## config.mk

```make
export PLATFORM = sky130hd
export DESIGN_NAME = apr_regs
export DESIGN_NICKNAME = d
export VERILOG_FILES = /design/src/rtl/apr_pkg.sv /design/src/rtl/apr_decode.sv /design/src/rtl/apr_regs.sv
export SDC_FILE = /design/constraint.sdc
export NUM_CORES = 1
export LEC_CHECK = 0
export BUFFER_PORTS_ARGS = -buffer_cell sky130_fd_sc_hd__buf_4
export CORE_MARGIN = 1.5
export CORE_UTILIZATION = 49
export CTS_CLUSTER_SIZE = 10
export DETAILED_ROUTE_END_ITERATION = 8
export PLACE_DENSITY = 0.8
export SETUP_SLACK_MARGIN = 0.02
export SLEW_MARGIN = 20
export SYNTH_ARGS = -nofsm -noshare
export SYNTH_HDL_FRONTEND = slang
export SYNTH_SLANG_ARGS = --single-unit
export TNS_END_PERCENT = 50
```

## constraint.sdc

```tcl
create_clock -name clock -period 2.5 [get_ports clock]
set_input_delay 0.5 -clock clock [delete_from_list [all_inputs] [get_ports clock]]
set_output_delay 0.5 -clock clock [all_outputs]
set_load 0.05 [all_outputs]
```

## src/rtl/apr_pkg.sv

```systemverilog
// package of offsets, fields, resets, codes and timing for the accel power/range bank
package apr_pkg;
  // register indices; byte address is four times the index
  localparam logic [7:0] IDX_FULL_SCALE = 8'h0F;
  localparam logic [7:0] IDX_BANDWIDTH = 8'h10;
  localparam logic [7:0] IDX_POWER_STATE = 8'h11;
  localparam logic [7:0] IDX_LOW_POWER = 8'h12;
  // reset values
  localparam logic [7:0] RST_FULL_SCALE = 8'h03;
  localparam logic [7:0] RST_BANDWIDTH = 8'h0F;
  localparam logic [7:0] RST_POWER_STATE = 8'h00;
  localparam logic [7:0] RST_LOW_POWER = 8'h00;
  // writable bit masks, reserved bits read zero
  localparam logic [7:0] MASK_FULL_SCALE = 8'h0F;
  localparam logic [7:0] MASK_BANDWIDTH = 8'h1F;
  localparam logic [7:0] MASK_POWER_STATE = 8'hFE;
  localparam logic [7:0] MASK_LOW_POWER = 8'h60;
  // field positions
  localparam int POS_SUSPEND = 7;
  localparam int POS_LOWPOWER = 6;
  localparam int POS_DEEP = 5;
  localparam int POS_SLEEP_LSB = 1;
  localparam int POS_VARIANT = 6;
  localparam int POS_TIMEBASE = 5;
  // range codes
  localparam logic [3:0] RANGE_2G = 4'h3;
  localparam logic [3:0] RANGE_4G = 4'h5;
  localparam logic [3:0] RANGE_8G = 4'h8;
  localparam logic [3:0] RANGE_16G = 4'hC;
  // bandwidth window, codes outside clamp to the ends
  localparam logic [4:0] BW_LOW_CODE = 5'h08;
  localparam logic [4:0] BW_HIGH_CODE = 5'h0F;
  // lean-variant write pacing in time and cycles at 200 MHz
  localparam int CLOCK_MHZ = 200;
  localparam int LEAN_WRITE_GAP_NS = 450;
  localparam int LEAN_WRITE_GAP_CYC = (LEAN_WRITE_GAP_NS * CLOCK_MHZ + 999) / 1000;
  // decoded full-scale select
  typedef enum logic [2:0] {
    APR_FS_2G = 3'b000,
    APR_FS_4G = 3'b001,
    APR_FS_8G = 3'b011,
    APR_FS_16G = 3'b010,
    APR_FS_RSVD = 3'b110
  } apr_fs_t;
  // main power state
  typedef enum logic [2:0] {
    APR_PWR_NORMAL = 3'b000,
    APR_PWR_LOW = 3'b001,
    APR_PWR_SUSPEND = 3'b011,
    APR_PWR_DEEP = 3'b010,
    APR_PWR_ILLEGAL = 3'b110
  } apr_pwr_t;
endpackage

```

## src/rtl/apr_decode.sv

```systemverilog
// decoder turning stored settings into range, bandwidth and power selections
`timescale 1ns/1ps
`default_nettype none
module apr_decode
  import apr_pkg::*;
(
  input wire logic [7:0] full_scale_reg, // stored full-scale register
  input wire logic [7:0] bandwidth_reg, // stored bandwidth register
  input wire logic [7:0] power_reg, // stored power register
  output apr_pkg::apr_fs_t fs_sel, // decoded full scale
  output logic [2:0] bw_index, // 0 is 7.81 Hz .. 7 is 1000 Hz
  output apr_pkg::apr_pwr_t pwr_sel // decoded power state
);
  import apr_pkg::*;
  wire logic [3:0] range_code = full_scale_reg[3:0];
  wire logic [4:0] filter_band_code = bandwidth_reg[4:0];
  wire logic [2:0] pwr_bits = {power_reg[POS_SUSPEND], power_reg[POS_LOWPOWER], power_reg[POS_DEEP]};
  // range code to full scale
  assign fs_sel = (range_code == RANGE_2G) ? APR_FS_2G :
                  (range_code == RANGE_4G) ? APR_FS_4G :
                  (range_code == RANGE_8G) ? APR_FS_8G :
                  (range_code == RANGE_16G) ? APR_FS_16G : APR_FS_RSVD;
  // bandwidth with clamping at both ends
  assign bw_index = filter_band_code[4] ? 3'h7 :
                    (filter_band_code < BW_LOW_CODE) ? 3'h0 :
                    filter_band_code[2:0];
  // {suspend, lowpower, deep} to state
  assign pwr_sel = (pwr_bits == 3'b000) ? APR_PWR_NORMAL :
                   (pwr_bits == 3'b001) ? APR_PWR_DEEP :
                   (pwr_bits == 3'b010) ? APR_PWR_LOW :
                   (pwr_bits == 3'b100) ? APR_PWR_SUSPEND : APR_PWR_ILLEGAL;
endmodule
`default_nettype wire

```

## src/rtl/apr_regs.sv

```systemverilog
// wishbone register bank for accel range, bandwidth and power configuration
// Functional notes
// - range codes 0011b, 0101b, 1000b, 1100b select 2g, 4g, 8g and 16g full scale.
// - bandwidth codes 01000b to 01111b map to 7.81 Hz up to 1000 Hz in order.
// - codes 00xxxb act as 7.81 Hz and codes 1xxxxb act as 1000 Hz.
// - suspend, low-power and deep bits select normal, deep, low, suspend, else illegal.
// - with the variant bit zero, suspend and low power use the lean setup: no fifo, slow writes.
// - with the variant bit one, fifo stays accessible and writes run at full speed.
// - in low power the time-base bit picks event-driven (0) or equidistant (1) sampling.
// - equally spaced fifo entry is promised whenever the time-base bit is one, in any power state.
`timescale 1ns/1ps
`default_nettype none
module apr_regs
  import apr_pkg::*;
(
  input wire logic clock, // 200 MHz clock
  input wire logic rst, // async reset, high
  input wire logic wb_cyc_i, // wishbone cycle
  input wire logic wb_stb_i, // wishbone strobe
  input wire logic wb_we_i, // write enable
  input wire logic [7:0] wb_adr_i, // byte address
  input wire logic [3:0] wb_sel_i, // byte selects
  input wire logic [31:0] wb_dat_i, // write data
  output logic [31:0] wb_dat_o, // read data
  output logic wb_ack_o, // acknowledge
  output logic wb_err_o, // unmapped access
  output apr_pkg::apr_fs_t full_scale, // active full scale
  output logic [2:0] band_index, // active bandwidth index
  output apr_pkg::apr_pwr_t power_state, // active power state
  output logic [3:0] sleep_period, // low-power sleep code
  output logic full_access_variant, // variant with fifo kept
  output logic lean_variant, // lean variant active now
  output logic fifo_access_ok, // fifo reachable
  output logic equidistant_sampling, // equidistant time base active
  output logic sample_spacing_even // fifo entry spacing guaranteed
);
  import apr_pkg::*;
  logic [7:0] full_scale_reg;
  logic [7:0] bandwidth_reg;
  logic [7:0] power_reg;
  logic [7:0] low_power_reg;
  logic [7:0] pace_count;
  logic deep_seen;
  apr_fs_t dec_fs;
  logic [2:0] dec_bw;
  apr_pwr_t dec_pwr;

  // decode of byte address into register index
  function automatic logic [1:0] reg_slot(input logic [7:0] adr);
    return adr[3:2] - 2'd3;
  endfunction

  wire logic [5:0] word_idx = wb_adr_i[7:2];
  wire logic addr_hit = (wb_adr_i[1:0] == 2'b00) &&
                        (word_idx >= IDX_FULL_SCALE[5:0]) && (word_idx <= IDX_LOW_POWER[5:0]);
  wire logic [1:0] slot = reg_slot(wb_adr_i);
  wire logic req = wb_cyc_i && wb_stb_i && !wb_ack_o && !wb_err_o;
  wire logic lean_now = !low_power_reg[POS_VARIANT] &&
                        (dec_pwr == APR_PWR_LOW || dec_pwr == APR_PWR_SUSPEND);
  // writes stall while lean pacing runs
  wire logic pace_busy = lean_now && (pace_count != 8'h00);
  wire logic wr_go = req && wb_we_i && addr_hit && wb_sel_i[0] && !pace_busy;
  wire logic rd_go = req && !wb_we_i && addr_hit;
  wire logic wr_nosel = req && wb_we_i && addr_hit && !wb_sel_i[0];
  wire logic bad_go = req && !addr_hit;
  wire logic [7:0] wbyte = wb_dat_i[7:0];
  wire logic leave_deep = deep_seen && (dec_pwr != APR_PWR_DEEP);
  wire logic [7:0] next_power = wbyte & MASK_POWER_STATE;
  wire logic [7:0] rd_byte = (slot == 2'd0) ? full_scale_reg :
                             (slot == 2'd1) ? bandwidth_reg :
                             (slot == 2'd2) ? power_reg : low_power_reg;

  apr_decode u_decode (
    .full_scale_reg(full_scale_reg),
    .bandwidth_reg(bandwidth_reg),
    .power_reg(power_reg),
    .fs_sel(dec_fs),
    .bw_index(dec_bw),
    .pwr_sel(dec_pwr)
  );

  // register storage; leaving deep suspend restores defaults
  always_ff @(posedge clock or posedge rst) begin
    if (rst) begin
      full_scale_reg <= RST_FULL_SCALE;
      bandwidth_reg <= RST_BANDWIDTH;
      power_reg <= RST_POWER_STATE;
      low_power_reg <= RST_LOW_POWER;
    end else if (wr_go) begin
      unique case (slot)
        2'd0: full_scale_reg <= wbyte & MASK_FULL_SCALE;
        2'd1: bandwidth_reg <= wbyte & MASK_BANDWIDTH;
        2'd2: power_reg <= next_power;
        2'd3: low_power_reg <= wbyte & MASK_LOW_POWER;
      endcase
    end else if (leave_deep) begin
      full_scale_reg <= RST_FULL_SCALE;
      bandwidth_reg <= RST_BANDWIDTH;
      low_power_reg <= RST_LOW_POWER;
    end
  end

  // tracks deep suspend to spot its exit
  always_ff @(posedge clock or posedge rst) begin
    if (rst) begin
      deep_seen <= 1'b0;
    end else begin
      deep_seen <= (dec_pwr == APR_PWR_DEEP);
    end
  end

  // lean variant write gap counter
  always_ff @(posedge clock or posedge rst) begin
    if (rst) begin
      pace_count <= 8'h00;
    end else if (wr_go && lean_now) begin
      pace_count <= 8'(LEAN_WRITE_GAP_CYC);
    end else if (pace_count != 8'h00) begin
      pace_count <= pace_count - 8'h01;
    end
  end

  // bus answer, one cycle after request, or for a write held by lean pacing one cycle after pace_count reaches zero
  always_ff @(posedge clock or posedge rst) begin
    if (rst) begin
      wb_ack_o <= 1'b0;
      wb_err_o <= 1'b0;
      wb_dat_o <= 32'h0000_0000;
    end else begin
      wb_ack_o <= wr_go || rd_go || wr_nosel;
      wb_err_o <= bad_go;
      wb_dat_o <= rd_go ? {24'h00_0000, rd_byte} : 32'h0000_0000;
    end
  end

  // registered configuration outputs
  always_ff @(posedge clock or posedge rst) begin
    if (rst) begin
      full_scale <= APR_FS_2G;
      band_index <= 3'h7;
      power_state <= APR_PWR_NORMAL;
      sleep_period <= 4'h0;
      full_access_variant <= 1'b0;
      lean_variant <= 1'b0;
      fifo_access_ok <= 1'b1;
      equidistant_sampling <= 1'b0;
      sample_spacing_even <= 1'b0;
    end else begin
      full_scale <= dec_fs;
      band_index <= dec_bw;
      power_state <= dec_pwr;
      sleep_period <= power_reg[POS_SLEEP_LSB +: 4];
      full_access_variant <= low_power_reg[POS_VARIANT];
      lean_variant <= lean_now;
      fifo_access_ok <= !lean_now;
      equidistant_sampling <= (dec_pwr == APR_PWR_LOW) && low_power_reg[POS_TIMEBASE];
      sample_spacing_even <= low_power_reg[POS_TIMEBASE];
    end
  end

  // read answer follows a read request by one cycle
  chk_ack_timing: assert property (@(posedge clock) disable iff (rst)
    (wb_cyc_i && wb_stb_i && !wb_we_i && addr_hit && !wb_ack_o && !wb_err_o) |=> wb_ack_o)
    else $error("read not acknowledged in one cycle");
  chk_range_decode: assert property (@(posedge clock) disable iff (rst)
    (full_scale_reg[3:0] == RANGE_16G) |=> (full_scale == APR_FS_16G))
    else $error("16g code not decoded");
  chk_band_clamp_hi: assert property (@(posedge clock) disable iff (rst)
    bandwidth_reg[4] |=> (band_index == 3'h7))
    else $error("top bandwidth clamp failed");
  chk_band_map: assert property (@(posedge clock) disable iff (rst)
    (bandwidth_reg[4:3] == 2'b01) |=> (band_index == $past(bandwidth_reg[2:0])))
    else $error("bandwidth map wrong");
  chk_power_deep: assert property (@(posedge clock) disable iff (rst)
    (power_reg[7:5] == 3'b001) |=> (power_state == APR_PWR_DEEP))
    else $error("deep suspend not selected");
  chk_lean_pace: assert property (@(posedge clock) disable iff (rst)
    (wr_go && lean_now) |=> (pace_count == 8'(LEAN_WRITE_GAP_CYC)))
    else $error("lean write not paced");
  chk_full_speed: assert property (@(posedge clock) disable iff (rst)
    (req && wb_we_i && addr_hit && wb_sel_i[0] && low_power_reg[POS_VARIANT]) |=> wb_ack_o)
    else $error("full access variant stalled");
  chk_timebase_sel: assert property (@(posedge clock) disable iff (rst)
    ((dec_pwr == APR_PWR_LOW) && !low_power_reg[POS_TIMEBASE]) |=> !equidistant_sampling)
    else $error("event time base not kept");
  chk_deep_restore: assert property (@(posedge clock) disable iff (rst)
    (leave_deep && !wr_go) |=> (bandwidth_reg == RST_BANDWIDTH))
    else $error("settings kept after deep suspend");
  chk_reserved_zero: assert property (@(posedge clock) disable iff (rst)
    ((full_scale_reg & ~MASK_FULL_SCALE) == 8'h00) &&
    ((bandwidth_reg & ~MASK_BANDWIDTH) == 8'h00))
    else $error("reserved bit stored");
  chk_reserved_pwr: assert property (@(posedge clock) disable iff (rst)
    ((power_reg & ~MASK_POWER_STATE) == 8'h00) &&
    ((low_power_reg & ~MASK_LOW_POWER) == 8'h00))
    else $error("reserved power bit stored");

  // bus answer shape and refused accesses
  chk_ack_pulse: assert property (@(posedge clock) disable iff (rst)
    wb_ack_o |=> !wb_ack_o)
    else $error("ack held longer than one cycle");
  chk_err_pulse: assert property (@(posedge clock) disable iff (rst)
    wb_err_o |=> !wb_err_o)
    else $error("err held longer than one cycle");
  chk_ack_err_excl: assert property (@(posedge clock) disable iff (rst)
    !(wb_ack_o && wb_err_o))
    else $error("ack and err together");
  chk_dat_idle: assert property (@(posedge clock) disable iff (rst)
    !wb_ack_o |-> (wb_dat_o == 32'h0000_0000))
    else $error("read data outside an answer");
  chk_err_answer: assert property (@(posedge clock) disable iff (rst)
    (wb_cyc_i && wb_stb_i && !addr_hit && !wb_ack_o && !wb_err_o) |=> wb_err_o)
    else $error("unmapped access not refused");
  chk_read_data: assert property (@(posedge clock) disable iff (rst)
    rd_go |=> (wb_dat_o == {24'h00_0000, $past(rd_byte)}))
    else $error("read data wrong");
  chk_write_ack: assert property (@(posedge clock) disable iff (rst)
    wr_go |=> wb_ack_o)
    else $error("taken write not acknowledged");

  // writes that must or must not land
  chk_nosel_kept: assert property (@(posedge clock) disable iff (rst)
    (wr_nosel && !leave_deep) |=> ($stable(full_scale_reg) && $stable(power_reg)))
    else $error("unselected write changed a register");
  chk_err_kept: assert property (@(posedge clock) disable iff (rst)
    (bad_go && !leave_deep) |=> ($stable(bandwidth_reg) && $stable(low_power_reg)))
    else $error("refused access changed a register");
  chk_write_lands: assert property (@(posedge clock) disable iff (rst)
    (wr_go && (slot == 2'd1)) |=> (bandwidth_reg == ($past(wbyte) & MASK_BANDWIDTH)))
    else $error("bandwidth write lost");

  // decode of stored settings into outputs
  chk_range_2g: assert property (@(posedge clock) disable iff (rst)
    (full_scale_reg[3:0] == RANGE_2G) |=> (full_scale == APR_FS_2G))
    else $error("2g code not decoded");
  chk_range_4g: assert property (@(posedge clock) disable iff (rst)
    (full_scale_reg[3:0] == RANGE_4G) |=> (full_scale == APR_FS_4G))
    else $error("4g code not decoded");
  chk_range_8g: assert property (@(posedge clock) disable iff (rst)
    (full_scale_reg[3:0] == RANGE_8G) |=> (full_scale == APR_FS_8G))
    else $error("8g code not decoded");
  chk_range_rsvd: assert property (@(posedge clock) disable iff (rst)
    (full_scale_reg[3:0] == 4'h0) |=> (full_scale == APR_FS_RSVD))
    else $error("reserved range code not flagged");
  chk_band_clamp_lo: assert property (@(posedge clock) disable iff (rst)
    (bandwidth_reg[4:3] == 2'b00) |=> (band_index == 3'h0))
    else $error("bottom bandwidth clamp failed");
  chk_band_top_code: assert property (@(posedge clock) disable iff (rst)
    (bandwidth_reg[4:0] == BW_HIGH_CODE) |=> (band_index == 3'h7))
    else $error("top bandwidth code wrong");
  chk_power_normal: assert property (@(posedge clock) disable iff (rst)
    (power_reg[7:5] == 3'b000) |=> (power_state == APR_PWR_NORMAL))
    else $error("normal state not selected");
  chk_power_low: assert property (@(posedge clock) disable iff (rst)
    (power_reg[7:5] == 3'b010) |=> (power_state == APR_PWR_LOW))
    else $error("low power not selected");
  chk_power_suspend: assert property (@(posedge clock) disable iff (rst)
    (power_reg[7:5] == 3'b100) |=> (power_state == APR_PWR_SUSPEND))
    else $error("suspend not selected");
  chk_power_illegal: assert property (@(posedge clock) disable iff (rst)
    (power_reg[7:5] == 3'b111) |=> (power_state == APR_PWR_ILLEGAL))
    else $error("illegal power bits not flagged");
  chk_sleep_field: assert property (@(posedge clock) disable iff (rst)
    1'b1 |=> (sleep_period == $past(power_reg[4:1])))
    else $error("sleep period not passed on");

  // variant, time base, pacing and deep-suspend restore
  chk_fifo_inverse: assert property (@(posedge clock) disable iff (rst)
    (fifo_access_ok != lean_variant))
    else $error("fifo access and lean variant agree");
  chk_lean_suspend: assert property (@(posedge clock) disable iff (rst)
    (!low_power_reg[POS_VARIANT] && (dec_pwr == APR_PWR_SUSPEND)) |=> !fifo_access_ok)
    else $error("fifo reachable in lean suspend");
  chk_lean_low: assert property (@(posedge clock) disable iff (rst)
    (!low_power_reg[POS_VARIANT] && (dec_pwr == APR_PWR_LOW)) |=> lean_variant)
    else $error("lean variant missing in low power");
  chk_normal_full: assert property (@(posedge clock) disable iff (rst)
    (dec_pwr == APR_PWR_NORMAL) |=> (!lean_variant && fifo_access_ok))
    else $error("lean variant outside low power states");
  chk_full_fifo: assert property (@(posedge clock) disable iff (rst)
    low_power_reg[POS_VARIANT] |=> fifo_access_ok)
    else $error("fifo blocked in full access variant");
  chk_variant_follow: assert property (@(posedge clock) disable iff (rst)
    1'b1 |=> (full_access_variant == $past(low_power_reg[POS_VARIANT])))
    else $error("variant output wrong");
  chk_equidistant_on: assert property (@(posedge clock) disable iff (rst)
    ((dec_pwr == APR_PWR_LOW) && low_power_reg[POS_TIMEBASE]) |=> equidistant_sampling)
    else $error("equidistant time base not used");
  chk_event_outside: assert property (@(posedge clock) disable iff (rst)
    (dec_pwr != APR_PWR_LOW) |=> !equidistant_sampling)
    else $error("time base active outside low power");
  chk_spacing_follow: assert property (@(posedge clock) disable iff (rst)
    1'b1 |=> (sample_spacing_even == $past(low_power_reg[POS_TIMEBASE])))
    else $error("spacing promise wrong");
  chk_pace_count: assert property (@(posedge clock) disable iff (rst)
    (pace_count != 8'h00 && !(wr_go && lean_now)) |=> (pace_count == $past(pace_count) - 8'h01))
    else $error("pace counter not counting down");
  chk_deep_restore_all: assert property (@(posedge clock) disable iff (rst)
    (leave_deep && !wr_go) |=>
    ((full_scale_reg == RST_FULL_SCALE) && (low_power_reg == RST_LOW_POWER)))
    else $error("range or low power kept after deep suspend");
endmodule
`default_nettype wire

```

==> results of run 1 <==
==> where the power goes <==
part,switching (mW),internal [mW]
Sequential,0.0320,0.952
Combinational,0.221,0.0912
Clock,0.288,0.201
Total,0.542,1.24
==> critical path, cell delays in order, from the launching register on <==
cell       delay (ns)
dfrtp_1          0.42
inv_1            0.06
ha_1             0.26
nor4b_4          0.17
a2111oi_2        0.59
a2111oi_4        0.14
buf_4            0.22
a21o_1           0.20
a22o_1           0.23
==> placed cells by master (no fill, tap or decap), types with 2 or more instances in the layout <==
cell type  instances
a21o_1             2
a21oi_1           10
a22o_1             2
a22oi_1            6
buf_4             51
clkbuf_8           5
conb_1            24
dfrtp_1           45
dfstp_2           10
inv_1              5
mux2_4             7
mux2i_1            5
nand2_1           13
nand2_4            2
nand2b_1           2
nand3_1            5
nand3b_1           3
nor2_1            26
nor2b_1            3
nor3_1             3
nor3_2             2
o21ai_0            2
o21ai_1            2
o22a_1             6
or2_2              3
xnor2_1            3
xor2_1             2
==> final cells by class <==
type                       instances  share of cell area, %
clock buffer                       5                  2.231
clock inverter                     3                 0.7302
inverter                           6                 0.7302
multi-input combinational        162                  35.38
sequential                        55                  45.03
tap                               70                  2.840
timing repair buffer              52                  13.06
==> cells by family (layout without fill, tap and decap cells) <==
| logic type | after synthesis | count (layout) |
|---|---|---|
| multiplexers | 13 | 13 |
| adder cells (fa/ha/maj) | 2 | 2 |
| XOR/XNOR | 5 | 5 |
| flip-flops | 55 | 55 |
| AND/OR/NAND/NOR | 78 | 78 |
| buffers and inverters | 36 | 66 |
| AO/OA/AOI/OAI | 40 | 40 |
| other | 1 | 24 |
==> metal layers <==
metal | up-vias | global-route usage, % | routed length (um)
li1 | 849 | - | -
met1 | 804 | 21.87 | 2091
met2 | 68 | 26.25 | 2163
met3 | 11 | 3.713 | 251
met4 | 0 | 7.593 | 105
met5 | - | 0 | 0
==> worst min path at each step <==
stage	from	endpoint	slack, ns	cells after the start
after detailed placement	power_reg[4]	sleep_period[3]	0.41	0
after global placement	power_reg[3]	sleep_period[2]	0.40	0
after floorplan	power_reg[1]	sleep_period[0]	0.37	0
final	rst	wb_dat_o[0]	0.25	2
after global routing	rst	wb_dat_o[0]	0.29	2
after CTS	rst	wb_dat_o[0]	0.26	2
==> run_results.csv, run 1 <==
group,metric,value,unit
final_layout,final_nets,332,
placement,hpwl,3475,um
placement,pre_cts_ws,0.1594,ns
drt,routed_wl,4612,um
cts,htreeDepth,2,
floorplan,die_area,5871,sq um
hold_path,worstHoldPathType,"input port to async pin",
power_and_ir_drop,cellPowerDensity,579.1,nW/um^2
floorplan,placementRows,26,
worst_setup_path,reg2regPathDepth,8,
cts,holdBufCountCts,0,
worst_setup_path,endpoint_kind,"flop",
floorplan,pin_count,101,
sta,relSlewSlack,61.33,%
sta,max_freq,0.4207,GHz
synthesis,synth_mux_area_share,6.265,%
worst_setup_path,arrival,2.58,ns
synthesis,synth_edf_count,0,
synthesis,synth-seq-area-share,52.28,%
sta,min_period,2.377,ns
placement,dpl.cell_count,345,
drt,vias,1732,
sta,worst_pin_slew,0.5791,ns
sta,finalSetupViolations,0,
synthesis,synth_top_area_share,42.39,%
final_layout,num-fill-cells,435,
floorplan,core,5172,sq um
synthesis,synth_ff_type,"dfrtp_1",
drt,via_per_inst,4.907,
synthesis,synth_area_leaders,"dfrtp_1 (42%), dfstp_2 (9.9%), buf_4 (6.8%)",
placement,place_area,2993,sq um
grt,grt_overflow,0,
floorplan,die_w,76.63,um
final_layout,drive_above_1_share,34.28,%
worst_setup_path,critPathKind,"flop to flop",
final_layout,num_antenna_cells,0,
placement,gp_congestion,0.8115,
drt,remaining_drc_errors,0,
synthesis,synth_area,2656,sq um
grt,antenna_found_initial,0,
cts,post-cts-setup-buffers,0,
sta,setup_slack,0.1232,ns
cts,insertion_delay,0.30,ns
run_status,status,"complete, no violations",
cts,cts_num_sinks,55,
synthesis,synth.largest_area_cell,"dfrtp_1",
grt,grt_pass1_wl,7707,um
grt,grt_use_total,16.62,%
floorplan,dieHeight,76.63,um
synthesis,synth.avg_cell_area,11.55,sq um
worst_setup_path,cp.required,2.70,ns
power_and_ir_drop,total_power,1.786,mW
synthesis,yosysMostFrequentCell,"dfrtp_1",
final_layout,largestRegisters,"pace_count (8), wb_dat_o (8)",
worst_setup_path,crit_end,"full_scale_reg[2]",
cts,post_cts_resized,0,
cts,path_clk_slew,0.10,ns
power_and_ir_drop,leakagePower,1.456,nW
worst_setup_path,startpoint,"pace_count[0]",
final_layout,register_area,1389,sq um
cts,clockBufferDepth,2,
drt,firstDrtPassIters,4,
floorplan,initial_core_util,51.35,%
final_layout,final_util,59.63,%
placement,port_buffers,49,
synthesis,synth_xor_area_share,1.649,%
synthesis,synth_cell_types,59,
worst_setup_path,worstPathMaxFanout,10,
grt,first_global_vias,1632,
synthesis,yosys.area_share.simple,16.72,%
final_layout,synthToLayoutAreaGrowth,16.11,%
synthesis,synth_compound_area_share,12.20,%
worst_setup_path,worst-r2r-setup-slack,0.12,ns
cts,tritoncts,"done",
synthesis,synthAdderAreaFrac,0.8479,%
sta,hold_viol_final,0,
synthesis,synthArstFlopShare,100.0,%
synthesis,netlist_instances,230,
sta,rsz0062_at_grt,"no",
sta,fin_tns_setup,0,ns
job,cap_violations,0,
drt,drt_first_iter_violations,105,
sta,drv_slew,0,
cts,cts_buffers,5,
worst_setup_path,cp-start-kind,"flop",
synthesis,ys_ff_latch,55,
final_layout,stdcell_count,353,
drt,wl_per_cell,13.07,um
final_layout,multiInputGateArea,1091,sq um
sta,hold_ws,0.2519,ns
worst_setup_path,worstReg2RegEnd,"full_scale_reg[2]",
final_layout,design_area,3084,sq um
synthesis,yosys_warnings,0,
drt,antenna_left,0,
power_and_ir_drop,ir_drop,0.0002353,V
synthesis,netlist_top_cells_count,"dfrtp_1 (45), nor2_1 (26), buf_4 (24), nand2_1 (13)",
grt,grt_max_degree,30,
cts,root_buffer,"clkbuf_8",
sta,timing.final.crit_share,95.07,%
worst_setup_path,reg2reg_from,"pace_count[0]",
sta,clock_skew,0.001613,ns
synthesis,synth_top_family_by_area,"simple AND/OR/NAND/NOR gates",
Power figures use the tool's default switching activity.
==> run 2: changes to the inputs <==
- CORE_UTILIZATION: 49 -> 48
- GPL_TIMING_DRIVEN: not set -> 0
- PLACE_DENSITY: 0.8 -> 0.79
- SYNTH_HIERARCHICAL: not set -> 1
==> run 2 against run 1 <==
Count of clock-buffer cells in the layout grew 1. Die area shrank 1.5%. Non-clock buffer count is 36 higher. Clock power is 3% lower. Power is 19% higher. Critical path type unchanged. Largest cell class unchanged. Highest routed layer unchanged.
==> run_results.csv, run 2 <==
group,metric,value,unit
run_status,status,"complete, no violations",
placement,gp_congestion,0.8264,
grt,first_global_vias,1851,
synthesis,synth_mux_area_share,9.082,%
cts,clockBufferDepth,2,
sta,hold_ws,0.1803,ns
floorplan,die_w,76.07,um
synthesis,synth_top_area_share,43.95,%
worst_setup_path,critPathBufInv,1,
cts,tritoncts,"done",
final_layout,final_nets,360,
synthesis,synthArstFlopShare,100.0,%
drt,via_per_inst,4.911,
cts,insertion_delay,0.31,ns
sta,rsz0062_at_grt,"yes",
job,cap_violations,0,
grt,grt_max_degree,37,
drt,wl_per_cell,12.68,um
floorplan,placementRows,26,
synthesis,synth_cell_types,45,
sta,max_freq,0.4129,GHz
sta,min_period,2.422,ns
sta,fin_tns_setup,0,ns
floorplan,pin_count,101,
synthesis,netlist_instances,220,
synthesis,synth_compound_area_share,9.912,%
synthesis,synth_top_family_by_area,"simple AND/OR/NAND/NOR gates",
grt,grt_pass1_wl,7941,um
worst_setup_path,endpoint_kind,"flop",
worst_setup_path,max_stage_delay,0.55,ns
sta,hold_viol_final,0,
cts,cts_num_sinks,55,
power_and_ir_drop,leakagePower,1.652,nW
sta,timing.final.crit_share,96.87,%
placement,hpwl,3608,um
worst_setup_path,arrival,2.61,ns
synthesis,netlist_top_cells_count,"dfrtp_1 (45), buf_4 (24), nor2_1 (18), nand2_1 (12), dfstp_2 (10)",
drt,vias,1871,
synthesis,synthAdderAreaFrac,0.8789,%
cts,htreeDepth,2,
worst_setup_path,critPathKind,"flop to flop",
synthesis,synth-seq-area-share,54.20,%
power_and_ir_drop,ir_drop,0.0004952,V
synthesis,synth_edf_count,0,
worst_setup_path,cp-start-kind,"flop",
cts,root_buffer,"clkbuf_8",
power_and_ir_drop,cellPowerDensity,643.5,nW/um^2
grt,antenna_found_initial,0,
final_layout,num-fill-cells,437,
synthesis,synth_area,2562,sq um
synthesis,synth_ff_type,"dfrtp_1",
drt,antenna_left,0,
sta,drv_slew,0,
grt,grt_overflow,0,
floorplan,die_area,5786,sq um
final_layout,final_cell_mix,"buf_4 (83), dfrtp_1 (44), conb_1 (24)",
drt,routed_wl,4832,um
worst_setup_path,cp_top_family,"compound AO/OA/AOI/OAI gates",
sta,clock_skew,0.01309,ns
synthesis,ys_ff_latch,55,
final_layout,final_common_cell,"buf_4",
sta,relSlewSlack,62.95,%
sta,worst_pin_slew,0.5417,ns
final_layout,drive_above_1_share,42.12,%
sta,finalSetupViolations,0,
worst_setup_path,critical_path.cell_chain,"or4_4 > o31a_1 > a2111oi_4 > buf_6 > nand2_8 > mux2_4",
worst_setup_path,crit_path_top_delay_cell,"or4_4",
synthesis,synth_xor_area_share,1.367,%
synthesis,synth_area_leaders,"dfrtp_1 (44%), dfstp_2 (10%), buf_4 (7.0%)",
synthesis,yosys.area_share.simple,15.48,%
synthesis,synth.largest_area_cell,"dfrtp_1",
placement,place_area,3124,sq um
drt,firstDrtPassIters,4,
final_layout,largestRegisters,"pace_count (8), wb_dat_o (8)",
cts,path_clk_slew,0.10,ns
worst_setup_path,cp.required,2.69,ns
synthesis,yosysMostFrequentCell,"dfrtp_1",
floorplan,core,5140,sq um
cts,cts_buffers,5,
floorplan,dieHeight,76.07,um
synthesis,synth.avg_cell_area,11.65,sq um
floorplan,initial_core_util,49.85,%
drt,drt_first_iter_violations,94,
worst_setup_path,worstPathMaxFanout,7,
drt,remaining_drc_errors,0,
hold_path,worstHoldPathType,"input port to async pin",
final_layout,design_area,3307,sq um
placement,port_buffers,49,
final_layout,num_antenna_cells,0,
final_layout,synthToLayoutAreaGrowth,29.05,%
grt,grt_use_total,17.14,%
synthesis,yosys_warnings,6,
==> run 2: cell types whose count changed after synthesis, sizes merged, moves of 2 or more <==
cell    delta
a31oi      -2
or2        -2
mux2       +5
nand2      -3
a21oi      -4
and2       -2
nor2b      +2
buf        -3
nor2       -8
or3b       +2
nand2b     +2
==> run 2: kinds of logic (layout without fill, tap and decap cells) <==
family | after synthesis | in the layout
AND/OR/NAND/NOR | 71 | 71
multiplexers | 19 | 19
AO/OA/AOI/OAI | 33 | 33
flip-flops | 55 | 55
other | 1 | 24
buffers and inverters | 35 | 103
adder cells (fa/ha/maj) | 2 | 2
XOR/XNOR | 4 | 4
==> run 2: worst paths after layout <==
kind | end | depth (start not counted) | slack, ns | start
worst min register to register | sleep_period[0] | 0 | 0.42 | power_reg[1]
max in group asynchronous | full_scale_reg[1] | 3 | 1.71 | rst
worst min-delay path | pace_count[2] | 2 | 0.18 | rst
min in group clock | sleep_period[0] | 0 | 0.42 | power_reg[1]
worst max register to register | power_reg[3] | 6 | 0.08 | pace_count[6]
worst max-delay path | power_reg[3] | 6 | 0.08 | pace_count[6]
==> run 2: repair_timing <==
item | CTS | global route
buffers inserted | 0 | 10
hold buffers | 0 | 0
pin swaps | 1 | 8
endpoints found under the setup margin | 15 | 16
gates resized for setup | 1 | 9
==> run 2: layout make-up <==
class | count | area [sq um] | share of cell area [%]
Timing Repair Buffer | 60 | 462.9 | 14.00
Clock buffer | 6 | 72.57 | 2.194
Clock inverter | 2 | 12.51 | 0.3784
Tap cell | 70 | 87.58 | 2.649
Buffer | 28 | 202.7 | 6.129
Sequential cell | 55 | 1390 | 42.04
Multi-Input combinational cell | 153 | 1052 | 31.82
Inverter | 7 | 26.28 | 0.7946
==> run 2: per-layer routing <==
metal | GRT usage [%] | vias up | wire length (um)
met2 | 30.72 | 53 | 2538
met5 | 0 | - | 0
met4 | 5.185 | 0 | 65
met3 | 4.910 | 7 | 205
met1 | 19.89 | 906 | 2023
li1 | - | 905 | -
==> run 2: worst register-to-register path, delay by kind of cell, from the launching register on <==
family,cells,cell delay (ns)
AOI/OAI and AO/OA,2,0.73
buffers and inverters,1,0.20
DFF,1,0.41
muxes,1,0.32
and+or+nand+nor,2,0.64
==> run 2: metrics by stage <==
| stage | total power [mW] | std cells | util (%) | setup WS [ns] |
|---|---|---|---|---|
| floorplan | 1.512 | 243 | - | 0.1208 |
| global placement | 1.623 | 362 | 60.39 | -0.02677 |
| detailed placement | 1.646 | 363 | 60.78 | -0.04352 |
| CTS | 2.115 | 371 | 62.61 | 0.02804 |
| global route | 2.227 | 381 | 64.34 | -0.002368 |
| finish | 2.128 | 381 | 64.34 | 0.07831 |
==> run 2: power breakdown <==
part	leakage, nW	internal [mW]	switching [mW]
clock network	0.0412	0.196	0.278
registers	0.704	1.02	0.103
logic	0.907	0.218	0.311
==> run 3: changes to the inputs <==
- CORE_UTILIZATION: 48 -> 44
- PLACE_DENSITY: 0.79 -> 0.76
- clock period: 2.5 -> 1.99 ns (I/O delays scaled with it)
==> run 3 against run 2 <==
The run now ends with negative setup slack left. Critical path depth unchanged. Final area is 0.57% higher. Count of clock-buffer cells in the layout fell by 1. Wire length is 2.0% higher. Sequential power grew 25%. Register-to-register slack got worse by 0.38 ns. Critical endpoint is now power_reg[7]. Largest cell class unchanged. Largest power group unchanged. Highest routed layer unchanged.
==> run_results.csv, run 3 (synthesized netlist as in run 2, its figures left out) <==
group,metric,value,unit
floorplan,die_w,79.32,um
worst_setup_path,worstReg2RegEnd,"power_reg[7]",
hold_path,worstHoldPathType,"input port to async pin",
sta,min_period,2.291,ns
cts,path_clk_slew,0.09,ns
drt,drt_first_iter_violations,77,
worst_setup_path,worst-r2r-setup-slack,-0.30,ns
worst_setup_path,reg2reg_from,"pace_count[6]",
worst_setup_path,endpoint_kind,"flop",
worst_setup_path,reg2regPathDepth,6,
worst_setup_path,crit_path_top_delay_cell,"or4_4",
sta,rsz0062_at_grt,"yes",
sta,setup_slack,-0.3012,ns
worst_setup_path,critPathKind,"flop to flop",
grt,first_global_vias,1764,
placement,gp_congestion,0.8102,
worst_setup_path,worstPathMaxFanout,7,
floorplan,dieHeight,79.32,um
grt,grt_max_degree,29,
sta,max_freq,0.4365,GHz
sta,finalSetupViolations,21,
sta,clock_skew,0.005599,ns
final_layout,final_util,59.66,%
run_status,status,"complete, but fails checks",
worst_setup_path,critical_path.cell_chain,"or4_4 > o31a_1 > a2111oi_4 > buf_6 > nand2_8 > mux2_4",
worst_setup_path,cp-start-kind,"flop",
final_layout,final_nets,356,
cts,holdBufCountCts,0,
power_and_ir_drop,cellPowerDensity,842.9,nW/um^2
floorplan,pin_count,101,
worst_setup_path,cp.required,2.18,ns
final_layout,final_common_cell,"buf_4",
grt,grt_util_met1,21.93,%
sta,relSlewSlack,61.71,%
power_and_ir_drop,total_power,2.803,mW
final_layout,final_cell_mix,"buf_4 (78), dfrtp_1 (44), conb_1 (24)",
floorplan,placementRows,27,
grt,antenna_found_initial,0,
worst_setup_path,arrival,2.48,ns
cts,htreeDepth,2,
cts,clockBufferDepth,2,
sta,drv_slew,0,
cts,cts_num_sinks,55,
floorplan,die_area,6291,sq um
grt,top_usage_layer,"met2",
sta,worst_pin_slew,0.5735,ns
grt,grt_overflow,0,
cts,cts_buffers,5,
final_layout,num-fill-cells,486,
final_layout,drive_above_1_share,42.48,%
cts,root_buffer,"clkbuf_8",
drt,routed_wl,4928,um
floorplan,initial_core_util,45.97,%
drt,wl_per_cell,13.04,um
power_and_ir_drop,leakagePower,1.643,nW
run_status,violations,"negative setup slack",
grt,gr-usage-met2,27.61,%
drt,vias,1802,
drt,via_per_inst,4.767,
grt,grt_util_met3,3.218,%
grt,grt_use_total,16.97,%
job,cap_violations,0,
grt,grt_pass1_wl,8224,um
placement,port_buffers,49,
final_layout,num_antenna_cells,0,
final_layout,largestRegisters,"pace_count (8), wb_dat_o (8)",
cts,insertion_delay,0.30,ns
final_layout,synthToLayoutAreaGrowth,29.79,%
drt,antenna_left,0,
power_and_ir_drop,ir_drop,0.0003653,V
drt,firstDrtPassIters,4,
sta,hold_viol_final,0,
worst_setup_path,max_stage_delay,0.55,ns
cts,tritoncts,"done",
worst_setup_path,cp_top_family,"simple AND/OR/NAND/NOR gates",
drt,remaining_drc_errors,0,
sta,fin_tns_setup,-5.022,ns
sta,timing.final.crit_share,115.1,%
worst_setup_path,critPathBufInv,1,
placement,hpwl,3675,um
floorplan,core,5574,sq um
[run 3: worst max-delay path by stage]
| stage | from | end | slack, ns | depth (start not counted) |
|---|---|---|---|---|
| after floorplan | pace_count[6] | power_reg[1] | -0.19 | 6 |
| after global placement | rst | pace_count[2] | -0.36 | 2 |
| after detailed placement | wb_adr_i[1] | power_reg[2] | -0.43 | 7 |
| after CTS | pace_count[6] | power_reg[2] | -0.28 | 6 |
| after global routing | pace_count[6] | bandwidth_reg[4] | -0.35 | 5 |
| final | pace_count[6] | power_reg[7] | -0.30 | 6 |
[run 3: timing repair]
action,4_1_cts,5_1_grt
pin swaps,1,3
hold endpoints to repair,0,0
setup buffers,6,0
resized for setup,2,8
setup endpoints to repair,21,23
[run 3: area by class of cell]
type,count,area (sq um),share of cell area [%]
clock inverter,2,37.54,1.129
inverter,7,26.28,0.7901
multi-input combinational,153,1074,32.28
clock buffer,5,68.82,2.069
tap,72,90.09,2.709
timing repair buffer,56,436.7,13.13
buffer,28,202.7,6.095
sequential,55,1390,41.80
[run 3: metal layers]
| layer | vias up | routed length [um] | share of wire, % |
|---|---|---|---|
| met3 | 8 | 316 | 6.4 |
| met2 | 79 | 2303 | 47 |
| met1 | 822 | 2221 | 45 |
| met5 | - | 0 | 0 |
| li1 | 893 | - | - |
| met4 | 0 | 87 | 1.8 |
[run 3: power breakdown]
| group | internal [mW] | total (mW) | switching (mW) |
|---|---|---|---|
| registers | 1.28 | 1.41 | 0.130 |
| clock network | 0.368 | 0.700 | 0.332 |
| logic | 0.280 | 0.691 | 0.411 |
| total | 1.93 | 2.80 | 0.874 |
[run 3: through the flow]
step / std cells / hold WS, ns / worst slack [ns] / instance area [sq um]
after floorplan: 243 / 0.3705 / -0.1911 / 2665
after global placement: 364 / 0.3934 / -0.3619 / 3123
after detailed placement: 365 / 0.3971 / -0.4311 / 3143
after CTS: 378 / 0.1698 / -0.2821 / 3296
after global routing: 378 / 0.1877 / -0.3533 / 3326
final: 378 / 0.1587 / -0.3012 / 3326
